## src/hdl/tmc_pkg.sv

```systemverilog
/*
 Constants, register map and state type for the channel two counter block.
 Assumes a 32-bit Avalon-MM master with byte addresses and one clock domain.
*/
// Behaviour
// - direction flag reads 0 while counting down, 1 while counting up.
// - software can only clear status flags by writing 0; writing 1 leaves them.
// - transfer controller clears its flag only with disable-select 0 and count nonzero.
// - counter counts both ways only in phase or cascaded overflow/underflow mode.
// - in normal mode the counter only increments; the unused mode 3 does not count at all.
// - two 16-bit general registers after the counter, reset to all ones.
// - overflow flag sets when counting up wraps all ones to zero.
// - underflow flag sets when counting down wraps zero to all ones.
// - flag A sets on compare match with register A or on capture into it.
`default_nettype none
package tmc_pkg;
	localparam int ADDR_W = 18;
	// printed offsets are register indices; byte address is four times the index
	localparam logic [15:0] IDX_CTRL = 16'hFFF0;
	localparam logic [15:0] IDX_STATUS = 16'hFFF5;
	localparam logic [15:0] IDX_COUNT = 16'hFFF6;
	localparam logic [15:0] IDX_GRA = 16'hFFF8;
	localparam logic [15:0] IDX_GRB = 16'hFFFA;
	// control register fields
	localparam int CTRL_EN_BIT = 0;
	localparam int CTRL_MODE_LSB = 1;
	localparam int CTRL_CAPA_BIT = 3;
	localparam int CTRL_CAPB_BIT = 4;
	// status register fields
	localparam int ST_FLAGA_BIT = 0;
	localparam int ST_FLAGB_BIT = 1;
	localparam int ST_OVF_BIT = 4;
	localparam int ST_UDF_BIT = 5;
	localparam int ST_RSV_BIT = 6;
	localparam int ST_DIR_BIT = 7;
	// reset values and counter maximum
	localparam logic [15:0] COUNT_RESET = 16'h0000;
	localparam logic [15:0] GR_RESET = 16'hFFFF;
	localparam logic [15:0] COUNT_MAX = 16'hFFFF;
	localparam logic DIR_RESET = 1'h1;

	typedef enum logic [1:0] {
		TMC_MODE_NORMAL = 2'b00,
		TMC_MODE_PHASE = 2'b01,
		TMC_MODE_CASCADE = 2'b10
	} tmc_mode_t;

	typedef struct packed {
		logic [15:0] cnt;
		logic [15:0] gra;
		logic [15:0] grb;
		logic en;
		tmc_mode_t mode;
		logic capa;
		logic capb;
		logic flag_a;
		logic flag_b;
		logic ovf;
		logic udf;
		logic dir;
		logic arm_a;
		logic arm_b;
		logic arm_ovf;
		logic arm_udf;
		logic ph_a;
		logic ph_b;
		logic wait_hi;
		logic [31:0] rdata;
	} tmc_state_t;
endpackage : tmc_pkg
`default_nettype wire

```

## src/hdl/tmc_channel_counter.sv

```systemverilog
/*
 Channel two counter: 16-bit up/down counter, status flags, two general
 compare/capture registers, behind an Avalon-MM slave with waitrequest.
 Assumes all event inputs are synchronous one-cycle pulses or levels on clock.
*/
// Added by the designer: the Avalon-MM register port.
`timescale 1ns/100ps
`default_nettype none
module tmc_channel_counter
	import tmc_pkg::*;
(
	input wire logic clock,
	input wire logic reset,
	input wire logic [ADDR_W-1:0] address,
	input wire logic read,
	input wire logic write,
	input wire logic [3:0] byteenable,
	input wire logic [31:0] writedata,
	output logic [31:0] readdata,
	output logic waitrequest,
	input wire logic count_tick,
	input wire logic phase_a,
	input wire logic phase_b,
	input wire logic cascade_overflow,
	input wire logic cascade_underflow,
	input wire logic capture_a,
	input wire logic capture_b,
	input wire logic xfer_done_a,
	input wire logic xfer_done_b,
	input wire logic xfer_disable_select,
	input wire logic xfer_count_nonzero,
	output logic [15:0] count_value,
	output logic count_up_dir
);
	tmc_state_t st_reg;
	tmc_state_t st_next;
	logic up_evt;
	logic down_evt;
	logic [15:0] idx;
	logic wr_done;
	logic rd_done;
	logic xfer_clear;

	assign idx = address[ADDR_W-1:2];
	// the access completes on the edge where waitrequest is seen low
	assign wr_done = write && !st_reg.wait_hi;
	assign rd_done = read && !st_reg.wait_hi;
	assign xfer_clear = !xfer_disable_select && xfer_count_nonzero;

	always_comb
	begin
		up_evt = 1'b0;
		down_evt = 1'b0;
		if (st_reg.en)
		begin
			case (st_reg.mode)
				TMC_MODE_PHASE:
				begin
					// four-edge quadrature; a simultaneous edge on both phases is dropped as invalid
					if ((phase_a != st_reg.ph_a) && (phase_b == st_reg.ph_b))
					begin
						up_evt = (phase_a != phase_b);
						down_evt = (phase_a == phase_b);
					end
					else if ((phase_b != st_reg.ph_b) && (phase_a == st_reg.ph_a))
					begin
						up_evt = (phase_a == phase_b);
						down_evt = (phase_a != phase_b);
					end
				end
				TMC_MODE_CASCADE:
				begin
					up_evt = cascade_overflow && !cascade_underflow;
					down_evt = cascade_underflow && !cascade_overflow;
				end
				TMC_MODE_NORMAL:
				begin
					up_evt = count_tick;
				end
				default:
				begin
					up_evt = 1'b0;
				end
			endcase
		end
	end

	always_comb
	begin
		logic [15:0] cnt_new;
		cnt_new = st_reg.cnt;
		st_next = st_reg;
		st_next.ph_a = phase_a;
		st_next.ph_b = phase_b;
		st_next.wait_hi = !((read || write) && st_reg.wait_hi);
		if ((read || write) && st_reg.wait_hi)
		begin
			st_next.rdata = 32'h00000000;
			case (idx)
				IDX_CTRL: st_next.rdata = {27'h0000000, st_reg.capb, st_reg.capa, st_reg.mode, st_reg.en};
				IDX_STATUS: st_next.rdata = {24'h000000, st_reg.dir, 1'b1, st_reg.udf, st_reg.ovf, 2'b00,
					st_reg.flag_b, st_reg.flag_a};
				IDX_COUNT: st_next.rdata = {16'h0000, st_reg.cnt};
				IDX_GRA: st_next.rdata = {16'h0000, st_reg.gra};
				IDX_GRB: st_next.rdata = {16'h0000, st_reg.grb};
				default: st_next.rdata = 32'h00000000;
			endcase
		end
		// reading a flag as 1 arms it for clearing
		if (rd_done && idx == IDX_STATUS)
		begin
			st_next.arm_a = st_reg.flag_a;
			st_next.arm_b = st_reg.flag_b;
			st_next.arm_ovf = st_reg.ovf;
			st_next.arm_udf = st_reg.udf;
		end
		if (wr_done)
		begin
			case (idx)
				IDX_CTRL:
				begin
					if (byteenable[0])
					begin
						st_next.en = writedata[CTRL_EN_BIT];
						st_next.mode = tmc_mode_t'(writedata[CTRL_MODE_LSB +: 2]);
						st_next.capa = writedata[CTRL_CAPA_BIT];
						st_next.capb = writedata[CTRL_CAPB_BIT];
					end
				end
				IDX_STATUS:
				begin
					// only a 0 clears, and only after the flag was read as 1
					if (byteenable[0])
					begin
						if (!writedata[ST_FLAGA_BIT] && st_reg.arm_a)
							st_next.flag_a = 1'b0;
						if (!writedata[ST_FLAGB_BIT] && st_reg.arm_b)
							st_next.flag_b = 1'b0;
						if (!writedata[ST_OVF_BIT] && st_reg.arm_ovf)
							st_next.ovf = 1'b0;
						if (!writedata[ST_UDF_BIT] && st_reg.arm_udf)
							st_next.udf = 1'b0;
						st_next.arm_a = 1'b0;
						st_next.arm_b = 1'b0;
						st_next.arm_ovf = 1'b0;
						st_next.arm_udf = 1'b0;
					end
				end
				IDX_COUNT:
				begin
					if (byteenable[0])
						cnt_new[7:0] = writedata[7:0];
					if (byteenable[1])
						cnt_new[15:8] = writedata[15:8];
				end
				IDX_GRA:
				begin
					if (byteenable[0])
						st_next.gra[7:0] = writedata[7:0];
					if (byteenable[1])
						st_next.gra[15:8] = writedata[15:8];
				end
				IDX_GRB:
				begin
					if (byteenable[0])
						st_next.grb[7:0] = writedata[7:0];
					if (byteenable[1])
						st_next.grb[15:8] = writedata[15:8];
				end
				default:
				begin
					st_next.rdata = st_next.rdata;
				end
			endcase
		end
		if (xfer_done_a && xfer_clear)
			st_next.flag_a = 1'b0;
		if (xfer_done_b && xfer_clear)
			st_next.flag_b = 1'b0;
		// a software counter write wins over a count edge in the same cycle
		if (!(wr_done && idx == IDX_COUNT))
		begin
			if (up_evt)
			begin
				cnt_new = st_reg.cnt + 16'h0001;
				st_next.dir = 1'b1;
				if (st_reg.cnt == COUNT_MAX)
					st_next.ovf = 1'b1;
			end
			else if (down_evt)
			begin
				cnt_new = st_reg.cnt - 16'h0001;
				st_next.dir = 1'b0;
				// underflow on wrap to all ones
				if (st_reg.cnt == COUNT_RESET)
					st_next.udf = 1'b1;
			end
			// compare match when the count reaches register A or B; sets win over clears
			if ((up_evt || down_evt) && !st_reg.capa && cnt_new == st_reg.gra)
				st_next.flag_a = 1'b1;
			if ((up_evt || down_evt) && !st_reg.capb && cnt_new == st_reg.grb)
				st_next.flag_b = 1'b1;
		end
		st_next.cnt = cnt_new;
		if (capture_a && st_reg.capa)
		begin
			st_next.gra = st_reg.cnt;
			st_next.flag_a = 1'b1;
		end
		if (capture_b && st_reg.capb)
		begin
			st_next.grb = st_reg.cnt;
			st_next.flag_b = 1'b1;
		end
	end

	always_ff @(posedge clock)
	begin
		if (reset)
		begin
			st_reg <= '0;
			st_reg.cnt <= COUNT_RESET;
			// general registers reset to all ones
			st_reg.gra <= GR_RESET;
			st_reg.grb <= GR_RESET;
			st_reg.dir <= DIR_RESET;
			st_reg.mode <= TMC_MODE_NORMAL;
			st_reg.wait_hi <= 1'b1;
		end
		else
			st_reg <= st_next;
	end

	assign readdata = st_reg.rdata;
	assign waitrequest = st_reg.wait_hi;
	assign count_value = st_reg.cnt;
	assign count_up_dir = st_reg.dir;

	dir_up_a: assert property (@(posedge clock) disable iff (reset)
		up_evt && !(wr_done && idx == IDX_COUNT) |=> st_reg.dir == 1'b1)
		else $error("direction flag not 1 after up count");
	dir_down_a: assert property (@(posedge clock) disable iff (reset)
		down_evt && !(wr_done && idx == IDX_COUNT) |=> st_reg.dir == 1'b0)
		else $error("direction flag not 0 after down count");
	write_one_keeps_a: assert property (@(posedge clock) disable iff (reset)
		wr_done && idx == IDX_STATUS && writedata[ST_OVF_BIT] && st_reg.ovf |=> st_reg.ovf)
		else $error("writing 1 cleared overflow flag");
	xfer_keep_a: assert property (@(posedge clock) disable iff (reset)
		xfer_done_a && !xfer_clear && st_reg.flag_a && !(wr_done && idx == IDX_STATUS) |=> st_reg.flag_a)
		else $error("transfer cleared flag A without qualification");
	normal_up_only_a: assert property (@(posedge clock) disable iff (reset)
		st_reg.mode != TMC_MODE_PHASE && st_reg.mode != TMC_MODE_CASCADE |-> !down_evt)
		else $error("down count outside phase or cascade mode");
	gr_reset_a: assert property (@(posedge clock)
		reset |=> st_reg.gra == GR_RESET && st_reg.grb == GR_RESET && st_reg.cnt == COUNT_RESET)
		else $error("general registers or counter wrong after reset");
	count_step_a: assert property (@(posedge clock) disable iff (reset)
		up_evt && !(wr_done && idx == IDX_COUNT) |=> st_reg.cnt == $past(st_reg.cnt) + 16'h0001)
		else $error("counter did not step up by one");
	ovf_set_a: assert property (@(posedge clock) disable iff (reset)
		up_evt && st_reg.cnt == COUNT_MAX && !(wr_done && idx == IDX_COUNT) |=> st_reg.ovf && st_reg.cnt == 16'h0000)
		else $error("overflow flag not set on wrap");
	udf_set_a: assert property (@(posedge clock) disable iff (reset)
		down_evt && st_reg.cnt == COUNT_RESET && !(wr_done && idx == IDX_COUNT) |=> st_reg.udf && st_reg.cnt == COUNT_MAX)
		else $error("underflow flag not set on wrap");
	capture_a_a: assert property (@(posedge clock) disable iff (reset)
		capture_a && st_reg.capa |=> st_reg.flag_a && st_reg.gra == $past(st_reg.cnt))
		else $error("capture into register A failed");
	unarmed_clear_a: assert property (@(posedge clock) disable iff (reset)
		wr_done && idx == IDX_STATUS && !st_reg.arm_ovf && st_reg.ovf |=> st_reg.ovf)
		else $error("overflow flag cleared without prior read");
endmodule : tmc_channel_counter
`default_nettype wire

```

## config.mk

```make
export PLATFORM = sky130hd
export DESIGN_NAME = tmc_channel_counter
export DESIGN_NICKNAME = d
export VERILOG_FILES = /design/src/hdl/tmc_pkg.sv /design/src/hdl/tmc_channel_counter.sv
export SDC_FILE = /design/constraint.sdc
export NUM_CORES = 1
export LEC_CHECK = 0
export BUFFER_PORTS_ARGS = -buffer_cell sky130_fd_sc_hd__buf_2
export CELL_PAD_IN_SITES_DETAIL_PLACEMENT = 1
export CELL_PAD_IN_SITES_GLOBAL_PLACEMENT = 2
export CORE_UTILIZATION = 32
export DETAILED_ROUTE_END_ITERATION = 10
export PLACE_DENSITY_LB_ADDON = 0.1
export REMOVE_ABC_BUFFERS = 1
export SLEW_MARGIN = 10
export SYNTH_ARGS = -nofsm -noshare
export SYNTH_HDL_FRONTEND = slang
export SYNTH_SLANG_ARGS = --single-unit
```

## constraint.sdc

```tcl
create_clock -name clock -period 3.35 [get_ports clock]
set_input_delay 0.1675 -clock clock [delete_from_list [all_inputs] [get_ports clock]]
set_output_delay 0.1675 -clock clock [all_outputs]
set_load 0.05 [all_outputs]
```

==> results of run 1 <==
==> cell type report <==
| type | instances | area [µm²] |
|---|---|---|
| fillers | 2163 | 10900 |
| multi-input cells | 567 | 3630 |
| flip-flops and latches | 81 | 1620 |
| repair buffers | 124 | 751 |
| well taps | 225 | 282 |
| clock buffers | 9 | 225 |
| clock inverters | 7 | 60.1 |
| inverters | 6 | 22.5 |
==> how the worst max path moves through the flow <==
stage / startpoint / end / slack (ns) / cells past startpoint
after global routing: count_value[1] / st_reg[42] / 0.005 / 12
final: st_reg[47] / st_reg[42] / 0.20 / 11
after floorplan: waitrequest / st_reg[43] / -0.01 / 9
after global placement: st_reg[47] / st_reg[42] / 0.29 / 11
after detailed placement: st_reg[47] / st_reg[42] / 0.18 / 11
after CTS: st_reg[47] / st_reg[42] / 0.16 / 11
==> layout by cell type, fill, tap and decap left out, types with 3 or more instances in the layout <==
cell	instances
clkbuf_16	9
and3_1	6
nor3_1	15
nor3_2	3
nand2_1	68
nor2b_1	10
nand4_1	10
conb_1	16
inv_1	6
o221ai_1	6
a221o_1	7
o221a_2	3
a22o_1	3
nand3_1	24
xnor2_1	19
mux2i_1	21
buf_2	82
or3_1	7
a22oi_1	5
nor4_1	5
ha_1	6
dfxtp_1	81
nand3b_1	4
xor2_1	17
o211ai_1	16
a222oi_1	12
a311oi_1	3
o21ai_0	22
a21oi_1	29
a211oi_1	31
o21bai_1	17
and2_1	7
a221oi_1	8
nor2_1	94
nand2b_1	19
buf_4	40
inv_6	4
==> metrics by stage <==
step	hold slack, ns	setup TNS, ns	cells	area [µm²]	setup slack, ns
floorplan	0.237	-0.0113	654	5260	-0.0113
global placement	0.413	0	1003	6290	0.292
detailed placement	0.423	0	1003	6290	0.184
CTS	0.0551	0	1019	6580	0.159
global route	0.0643	0	1019	6590	0.00459
finish	0.0653	0	1019	6590	0.202
==> synthesized netlist by cell type (9+ instances only) <==
master / instances / share of area, %
nand4_1: 10 / 1.1
clkbuf_1: 47 / 3.0
buf_4: 49 / 6.3
nor2_1: 94 / 6.1
o211ai_1: 16 / 2.1
mux2i_1: 21 / 3.6
o21bai_1: 17 / 2.2
nor3_1: 17 / 1.5
a222oi_1: 12 / 2.1
buf_2: 10 / 0.86
xnor2_1: 19 / 2.9
nor2b_1: 11 / 1.2
o21ai_0: 22 / 1.9
a21oi_1: 29 / 2.5
nand2_1: 68 / 4.4
a211oi_1: 31 / 4.0
nand3_1: 24 / 2.1
dfxtp_1: 81 / 28
a221oi_1: 9 / 1.4
nand2b_1: 19 / 2.0
xor2_1: 17 / 2.6
==> power breakdown <==
group	total, W	internal (W)	switching (W)
clock network	0.00101	0.000517	0.000489
registers	0.000970	0.000967	0.00000333
logic	0.000182	0.0000498	0.000132
total	0.00216	0.00153	0.000624
==> metal layers <==
layer	GRT usage [%]	up-vias
met2	43.7	182
met5	0	-
li1	-	2734
met4	9.26	0
met1	33.0	2924
met3	2.81	32
==> logic make-up after synthesis <==
| kind of cell | share of synthesized area (%) |
|---|---|
| DFF | 27.9 |
| and+or+nand+nor | 25.9 |
| other | 0.0646 |
| muxes | 4.01 |
| xor gates and xnor gates | 5.43 |
| adders and majority gates | 1.29 |
| buffers and inverters | 10.8 |
| AOI/OAI and AO/OA | 24.6 |
==> out/metrics.csv, run 1 <==
metric,value,unit
startpoint_type,register,
grt_pass1_wl,35.3,mm
hold_buffers,0,
p_leak,2.61,nW
die_area,18700,µm²
clk_pin_slew,0.07,ns
route.met2.wl,11.2,mm
r2r_slack,0.20,ns
finalClockSkew,0.00688,ns
num_vias,5872,
cp_slowest_cell,or4_1,
wl_met1,10.1,mm
path_cells,inv_1 > ha_1 > nand4_1 > or2_2 > and4_1 > buf_12 > nand2b_1 > or4_1 > nor3_2 > nand4_1 > o31ai_2,
cts_tree,yes,
synth_cell_type_count,76,
worst_pin_slew,0.997,ns
io_pins,119,
post-route-util,37.7,%
cts.htree.levels,3,
synth_cells,747,
critPathBufInv,2,
arrival,3.42,ns
status,"finished, final reports clean",
die_x,137,µm
drv_slew,0,
drc,0,
async_flop_share,0,%
met3RoutedLength,1.04,mm
drt-pass1-iter-count,6,
cts_buffer_depth,2,
synth_area,5800,µm²
nets,864,
area.growth.synth_to_final,13.6,%
r2r_start,st_reg[47],
antenna_found_initial,0,
clk_latency,0.35,ns
crit_family,simple AND/OR/NAND/NOR gates,
drive_gt1_share,20.9,%
rows,48,
grt_use_total,25.6,%
slew_headroom,33.5,%
die_h,137,µm
max_freq,318,MHz
cts_resized,0,
rr_endpoint,st_reg[42],
yosys_register_bits,81,
cts_sinks,81,
power_density,327,nW/µm²
hold_viol_final,0,
worstPathRequired,3.62,ns
root_buffer,clkbuf_16,
crit_type,reg2reg,
layout_worst_path_cycle_share,94.0,%
highest_layer,met4,
core_area,17500,µm²
wl_per_cell,22.4,µm
start_util,33.2,%
synth_warnings,0,
wirelength,22.9,mm
finalCriticalPeriod,3.15,ns
gp_congestion,0.883,
port-buffer-count,82,
grt_pass1_vias,5920,
setup_viol,0,
power,0.00216,W
drt_iter0_markers,389,
cp_max_fo,9,
ys_seq_area_share,27.9,%
grt_overflow,0,
holdPathStages,2,
antenna_left,0,
synth_edf_count,0,
grt_max_degree,47,
cap_violations,0,
min_path_type,in2reg,
cts_made_buffers,9,
post_cts.repair.setup_buffers,0,
ff2ff_path_depth,11,
n_antenna_cell,0,
crit_path_frequent_cell,nand4_1,
min_to,st_reg[34],
hold_start,phase_a,
syn_avg_cell_area,7.77,µm²
viasPerCell,5.76,
ir_drop,0.222,mV
place_hpwl,16.9,mm
rsz0062_at_grt,no,
largest_reg_flops,47,
end_kind,register,
critPathMaxStageDelay,0.49,ns
synth_ff_type,dfxtp_1,
No activity file was read; power rests on OpenSTA's default activity.
==> run 2: changes to the inputs <==
Settings changed: CORE_MARGIN from default to 1.5, RECOVER_POWER from default to 25, REMOVE_ABC_BUFFERS 1 to default.
==> run 2 against run 1 <==
Combinational power is essentially flat. Non-clock buffer count fell by 7. Largest cell class unchanged. Highest routed layer unchanged. Critical endpoint unchanged. Total power is essentially flat. Critical path type unchanged. Fmax decreased by 1.7%. Sequential share of layout area rose by 0.42 points. Critical path depth increased by 1. Register-to-register slack got worse by 0.06 ns.
==> out/metrics.csv, run 2 (same netlist as run 1, synthesis figures left out) <==
metric,value,unit,change
p_leak,2.46,nW,-5.6%
drt_iter0_markers,477,,+23%
n_antenna_cell,0,,unchanged
power,0.00216,W,about the same
port-buffer-count,82,,unchanged
clk_pin_slew,0.07,ns,about the same
startpoint_type,register,,
clk_latency,0.36,ns,about the same
place_hpwl,16.6,mm,-1.5%
area.growth.synth_to_final,11.8,%,
core_area,17900,µm²,+2.4%
cts_sinks,81,,unchanged
gp_congestion,0.842,,-4.7%
layout_commonest_cell,nor2_1,,
grt_pass1_vias,5499,,-7.1%
cp_max_fo,12,,+3
power_frac_seq,45.0,%,about the same
clkPwrFrac,46.6,%,about the same
antenna_left,0,,unchanged
drc,0,,unchanged
finalClockSkew,0.00987,ns,+0.00299 ns
nets,857,,-0.81%
fillers,2233,,+3.2%
drv_slew,0,,unchanged
crit_type,reg2reg,,
rsz0062_at_grt,no,,
cts_buffer_depth,2,,unchanged
layout_worst_path_cycle_share,95.6,%,+1.7 points
worstPathRequired,3.63,ns,about the same
largest_reg_flops,47,,unchanged
cts_made_buffers,9,,unchanged
status,"finished, final reports clean",,
finalCriticalPeriod,3.20,ns,+0.0558 ns
max_freq,312,MHz,-1.7%
cap_violations,0,,unchanged
ir_drop,0.240,mV,+8.2%
setup_viol,0,,unchanged
start_util,32.4,%,-0.79 points
die_area,19000,µm²,+1.5%
power_frac_comb,8.4,%,about the same
antenna_found_initial,0,,unchanged
cts.htree.levels,3,,unchanged
hold_viol_final,0,,unchanged
grt_use_total,24.3,%,-1.3 points
wl_per_cell,22.1,µm,-1.6%
worst_pin_slew,1.32,ns,+0.320 ns
io_pins,119,,unchanged
p_sw,0.000625,W,about the same
ff_latch_area,1620,µm²,about the same
drt-pass1-iter-count,6,,unchanged
tns,0,ns,unchanged
power_density,332,nW/µm²,+1.6%
die_x,138,µm,+0.73%
grt_pass1_wl,33.9,mm,-4.2%
multi_input_area,3620,µm²,-0.31%
grt_max_degree,62,,+32%
num_vias,5754,,-2.0%
end_kind,register,,
power.internal,0.00153,W,-0.14%
die_h,138,µm,+0.73%
slew_headroom,12.2,%,-21 points
drive_gt1_share,16.9,%,-4.0 points
cts_tree,yes,,
pre_cts_ws,0.114,ns,-0.0703 ns
layout_common_cells,"nor2_1, dfxtp_1, nand2_1, buf_2, buf_4",,
arrival,3.48,ns,+0.06 ns
rows,49,,+2.1%
wirelength,22.4,mm,-1.9%
grt_overflow,0,,unchanged
fin_ws,0.146,ns,-0.0558 ns
min_path_type,in2reg,,
netSwitchingFraction,29.0,%,+0.045 points
post_cts.repair.setup_buffers,0,,unchanged
root_buffer,clkbuf_16,,
viasPerCell,5.66,,-1.7%
[run 2: cell types whose count changed in the layout (fill, tap and decap cells not counted), moves of 2 or more]
cell	previous run	this run
buf_2	82	56
buf_4	40	33
clkbuf_1	0	26
nor3_1	15	17
nor3_2	3	1
[run 2: per-stage QoR]
stage	hold WS (ns)	cell area (µm²)	utilization [%]	cells
after floorplan	0.296	5860	-	762
after global placement	0.412	6230	34.8	1000
after detailed placement	0.424	6230	34.8	1000
after CTS	0.0657	6520	36.4	1016
after global routing	0.0798	6490	36.2	1016
final	0.0626	6490	36.2	1016
[run 2: what timing repair did]
action,CTS,global route
setup endpoints to repair,0,2
hold buffers,0,0
endpoints found under the hold margin,0,0
resized for setup,0,3
[run 2: per-layer routing]
| metal | track usage [%] | share of wire (%) | up-vias | wire length (µm) |
|---|---|---|---|---|
| li1 | - | - | 2724 | - |
| met1 | 35.5 | 48 | 2806 | 10800 |
| met2 | 36.9 | 44 | 203 | 9910 |
| met3 | 3.64 | 6.4 | 21 | 1440 |
| met4 | 6.26 | 1.4 | 0 | 310 |
| met5 | 0 | 0 | - | 0 |
[run 2: layout make-up]
cell class | count | area share [%]
multi-input cells | 567 | 55.8
flip-flops and latches | 81 | 25.0
repair buffers | 117 | 10.0
well taps | 229 | 4.42
clock buffers | 9 | 3.47
clock inverters | 7 | 0.906
inverters | 6 | 0.347
[run 2: worst max-delay path, stage by stage, from the launching register on]
cell,delay (ns)
dfxtp_1,0.42
inv_1,0.10
ha_1,0.29
and2_1,0.17
and3_1,0.19
o2111a_1,0.27
buf_4,0.20
a221o_1,0.32
a22o_2,0.28
xnor2_1,0.15
nor4b_2,0.37
nand4_1,0.18
o31ai_2,0.19
[run 2: power by group through the flow]
stage | clock (W) | sequential, W | combinational, W
finish | 0.00101 | 0.000970 | 0.000180
global placement | 0 | 0.000992 | 0.000179
global route | 0.00107 | 0.000971 | 0.000193
CTS | 0.00103 | 0.000970 | 0.000181
floorplan | 0 | 0.000995 | 0.000122
detailed placement | 0 | 0.000993 | 0.000180
[run 2: worst paths after layout]
kind | start | end | slack, ns | cells after the start
setup / recovery | st_reg[47] | st_reg[42] | 0.15 | 12
hold / removal | phase_b | st_reg[33] | 0.06 | 2
setup reg to reg | st_reg[47] | st_reg[42] | 0.15 | 12
hold reg to reg | readdata[11] | readdata[11] | 0.50 | 2
==> run 3: changes to the inputs <==
Settings changed: CORE_ASPECT_RATIO from default to 0.7.
==> run 3 against run 2 <==
Sequential share of layout area decreased by 0.39 points. Sequential power barely moved. Largest cell class unchanged. Setup slack improved by 0.026 ns. Die area barely moved. Final cell count rose by 0.89%. The flow now finishes with violations (max-capacitance violations, max-slew violations). Via count grew 2.3%.
==> out/metrics.csv, run 3 (same netlist as run 1, synthesis figures left out) <==
metric,value,unit,change
fillers,2147,,-3.9%
drt_iter0_markers,560,,+17%
violations,"max-capacitance violations, max-slew violations",,
drc,0,,unchanged
grt_pass1_vias,5811,,+5.7%
cap_violations,1,,+1
r2r_start,st_reg[47],,
grt_overflow,0,,unchanged
status,"complete, but fails checks",,
worst_pin_slew,1.72,ns,+0.400 ns
end_kind,register,,
crit_family,compound AO/OA/AOI/OAI gates,,
port-buffer-count,82,,unchanged
grt_pass1_wl,35.7,mm,+5.3%
slew_headroom,-14.5,%,-27 points
drt-pass1-iter-count,6,,unchanged
ir_drop,0.189,mV,-21%
wl_per_cell,22.6,µm,+2.4%
path_cells,inv_1 > ha_1 > and2_1 > and3_1 > o2111a_1 > buf_4 > a221oi_1 > o2bb2ai_2 > xnor2_1 > nor4b_2 > nand4_1 > o31ai_2,,
finalCriticalPeriod,3.18,ns,-0.0259 ns
cp_max_fo,10,,-2
critPathMaxStageDelay,0.43,ns,about the same
hold_buffers,0,,unchanged
min_path_type,in2reg,,
cp_slowest_cell,o2111a_1,,
clk_pin_slew,0.07,ns,about the same
antenna_found_initial,0,,unchanged
layout_worst_path_cycle_share,94.9,%,-0.77 points
drive_gt1_share,17.6,%,+0.73 points
die_x,164,µm,+19%
ff2ff_path_depth,12,,unchanged
viasPerCell,5.74,,+1.4%
layout_common_cells,"nor2_1, dfxtp_1, nand2_1, buf_2, buf_4",,
grt_use_total,25.3,%,+1.0 points
finalClockSkew,0.00784,ns,-0.00203 ns
hold_start,phase_b,,
setup_viol,0,,unchanged
cts_buffer_depth,2,,unchanged
gp_congestion,0.878,,+4.3%
cts_sinks,81,,unchanged
area.growth.synth_to_final,13.5,%,
die_area,19000,µm²,about the same
wirelength,23.2,mm,+3.3%
rsz0062_at_grt,no,,
arrival,3.46,ns,-0.02 ns
rows,40,,-18%
crit_type,reg2reg,,
core_area,17500,µm²,-2.4%
drv_slew,82,,+82
worstPathRequired,3.63,ns,about the same
num_vias,5885,,+2.3%
io_pins,119,,unchanged
hold_viol_final,0,,unchanged
layout_commonest_cell,nor2_1,,
cts.htree.levels,3,,unchanged
clk_latency,0.37,ns,about the same
nets,864,,+0.82%
max_freq,315,MHz,+0.81%
holdPathStages,2,,unchanged
startpoint,st_reg[47],,
tns,0,ns,unchanged
p_leak,2.52,nW,+2.4%
largest_reg_flops,47,,unchanged
root_buffer,clkbuf_16,,
startpoint_type,register,,
final_cells,1025,,+0.89%
min_to,st_reg[33],,
r2r_slack,0.17,ns,+0.03 ns
start_util,33.2,%,+0.81 points
cts_tree,yes,,
power_density,352,nW/µm²,+5.9%
grt_max_degree,82,,+32%
critPathBufInv,2,,unchanged
antenna_left,0,,unchanged
place_hpwl,17.4,mm,+4.4%
die_h,116,µm,-16%
n_antenna_cell,0,,unchanged
place_inst,1009,,+0.90%
rr_endpoint,st_reg[42],,
cts_made_buffers,9,,unchanged
==> run 3: per-stage QoR <==
step           hold WS (ns)  power, W  util [%]  worst slack [ns]  area (µm²)
2_1_floorplan         0.296   0.00112         -             0.505        5860
3_3_place_gp          0.414   0.00117      35.9             0.209        6270
3_5_place_dp          0.429   0.00117      35.9             0.120        6270
4_1_cts              0.0503   0.00235      37.8            0.0752        6610
5_1_grt              0.0928   0.00239      37.7            0.0196        6590
6_report             0.0561   0.00232      37.7             0.172        6590
==> run 3: how the worst max path moves through the flow <==
stage,endpoint,depth (start not counted),slack [ns]
floorplan,st_reg[42],12,0.51
global placement,st_reg[43],10,0.21
detailed placement,st_reg[43],10,0.12
CTS,st_reg[43],10,0.08
global route,st_reg[43],11,0.02
finish,st_reg[42],12,0.17
==> run 3: metal layers <==
layer  share of wire [%]  vias to the layer above  global-route usage [%]
met1                  51                     2940                    38.5
met4                 1.2                        0                    5.58
met5                   0                        -                       0
met2                  41                      193                    37.2
met3                 6.3                       22                    3.58
li1                    -                     2730                       -
==> run 3: power by group <==
part	switching, W	internal, W
logic	0.000134	0.0000483
clock network	0.000496	0.000670
registers	0.00000307	0.000967
total	0.000633	0.00169
==> run 3: repair_timing <==
action / CTS / global route
gates resized for setup: 0 / 4
setup endpoints to repair: 0 / 1
endpoints found under the hold margin: 0 / 0
setup buffers: 0 / 0
==> run 3: cell type report <==
class	instances	area (µm²)	area share (%)
Timing Repair Buffer	124	691	10.5
Clock buffer	9	225	3.42
Inverter	6	22.5	0.342
Multi-Input combinational cell	567	3630	55.1
Sequential cell	81	1620	24.6
Tap cell	231	289	4.39
Clock inverter	7	106	1.62
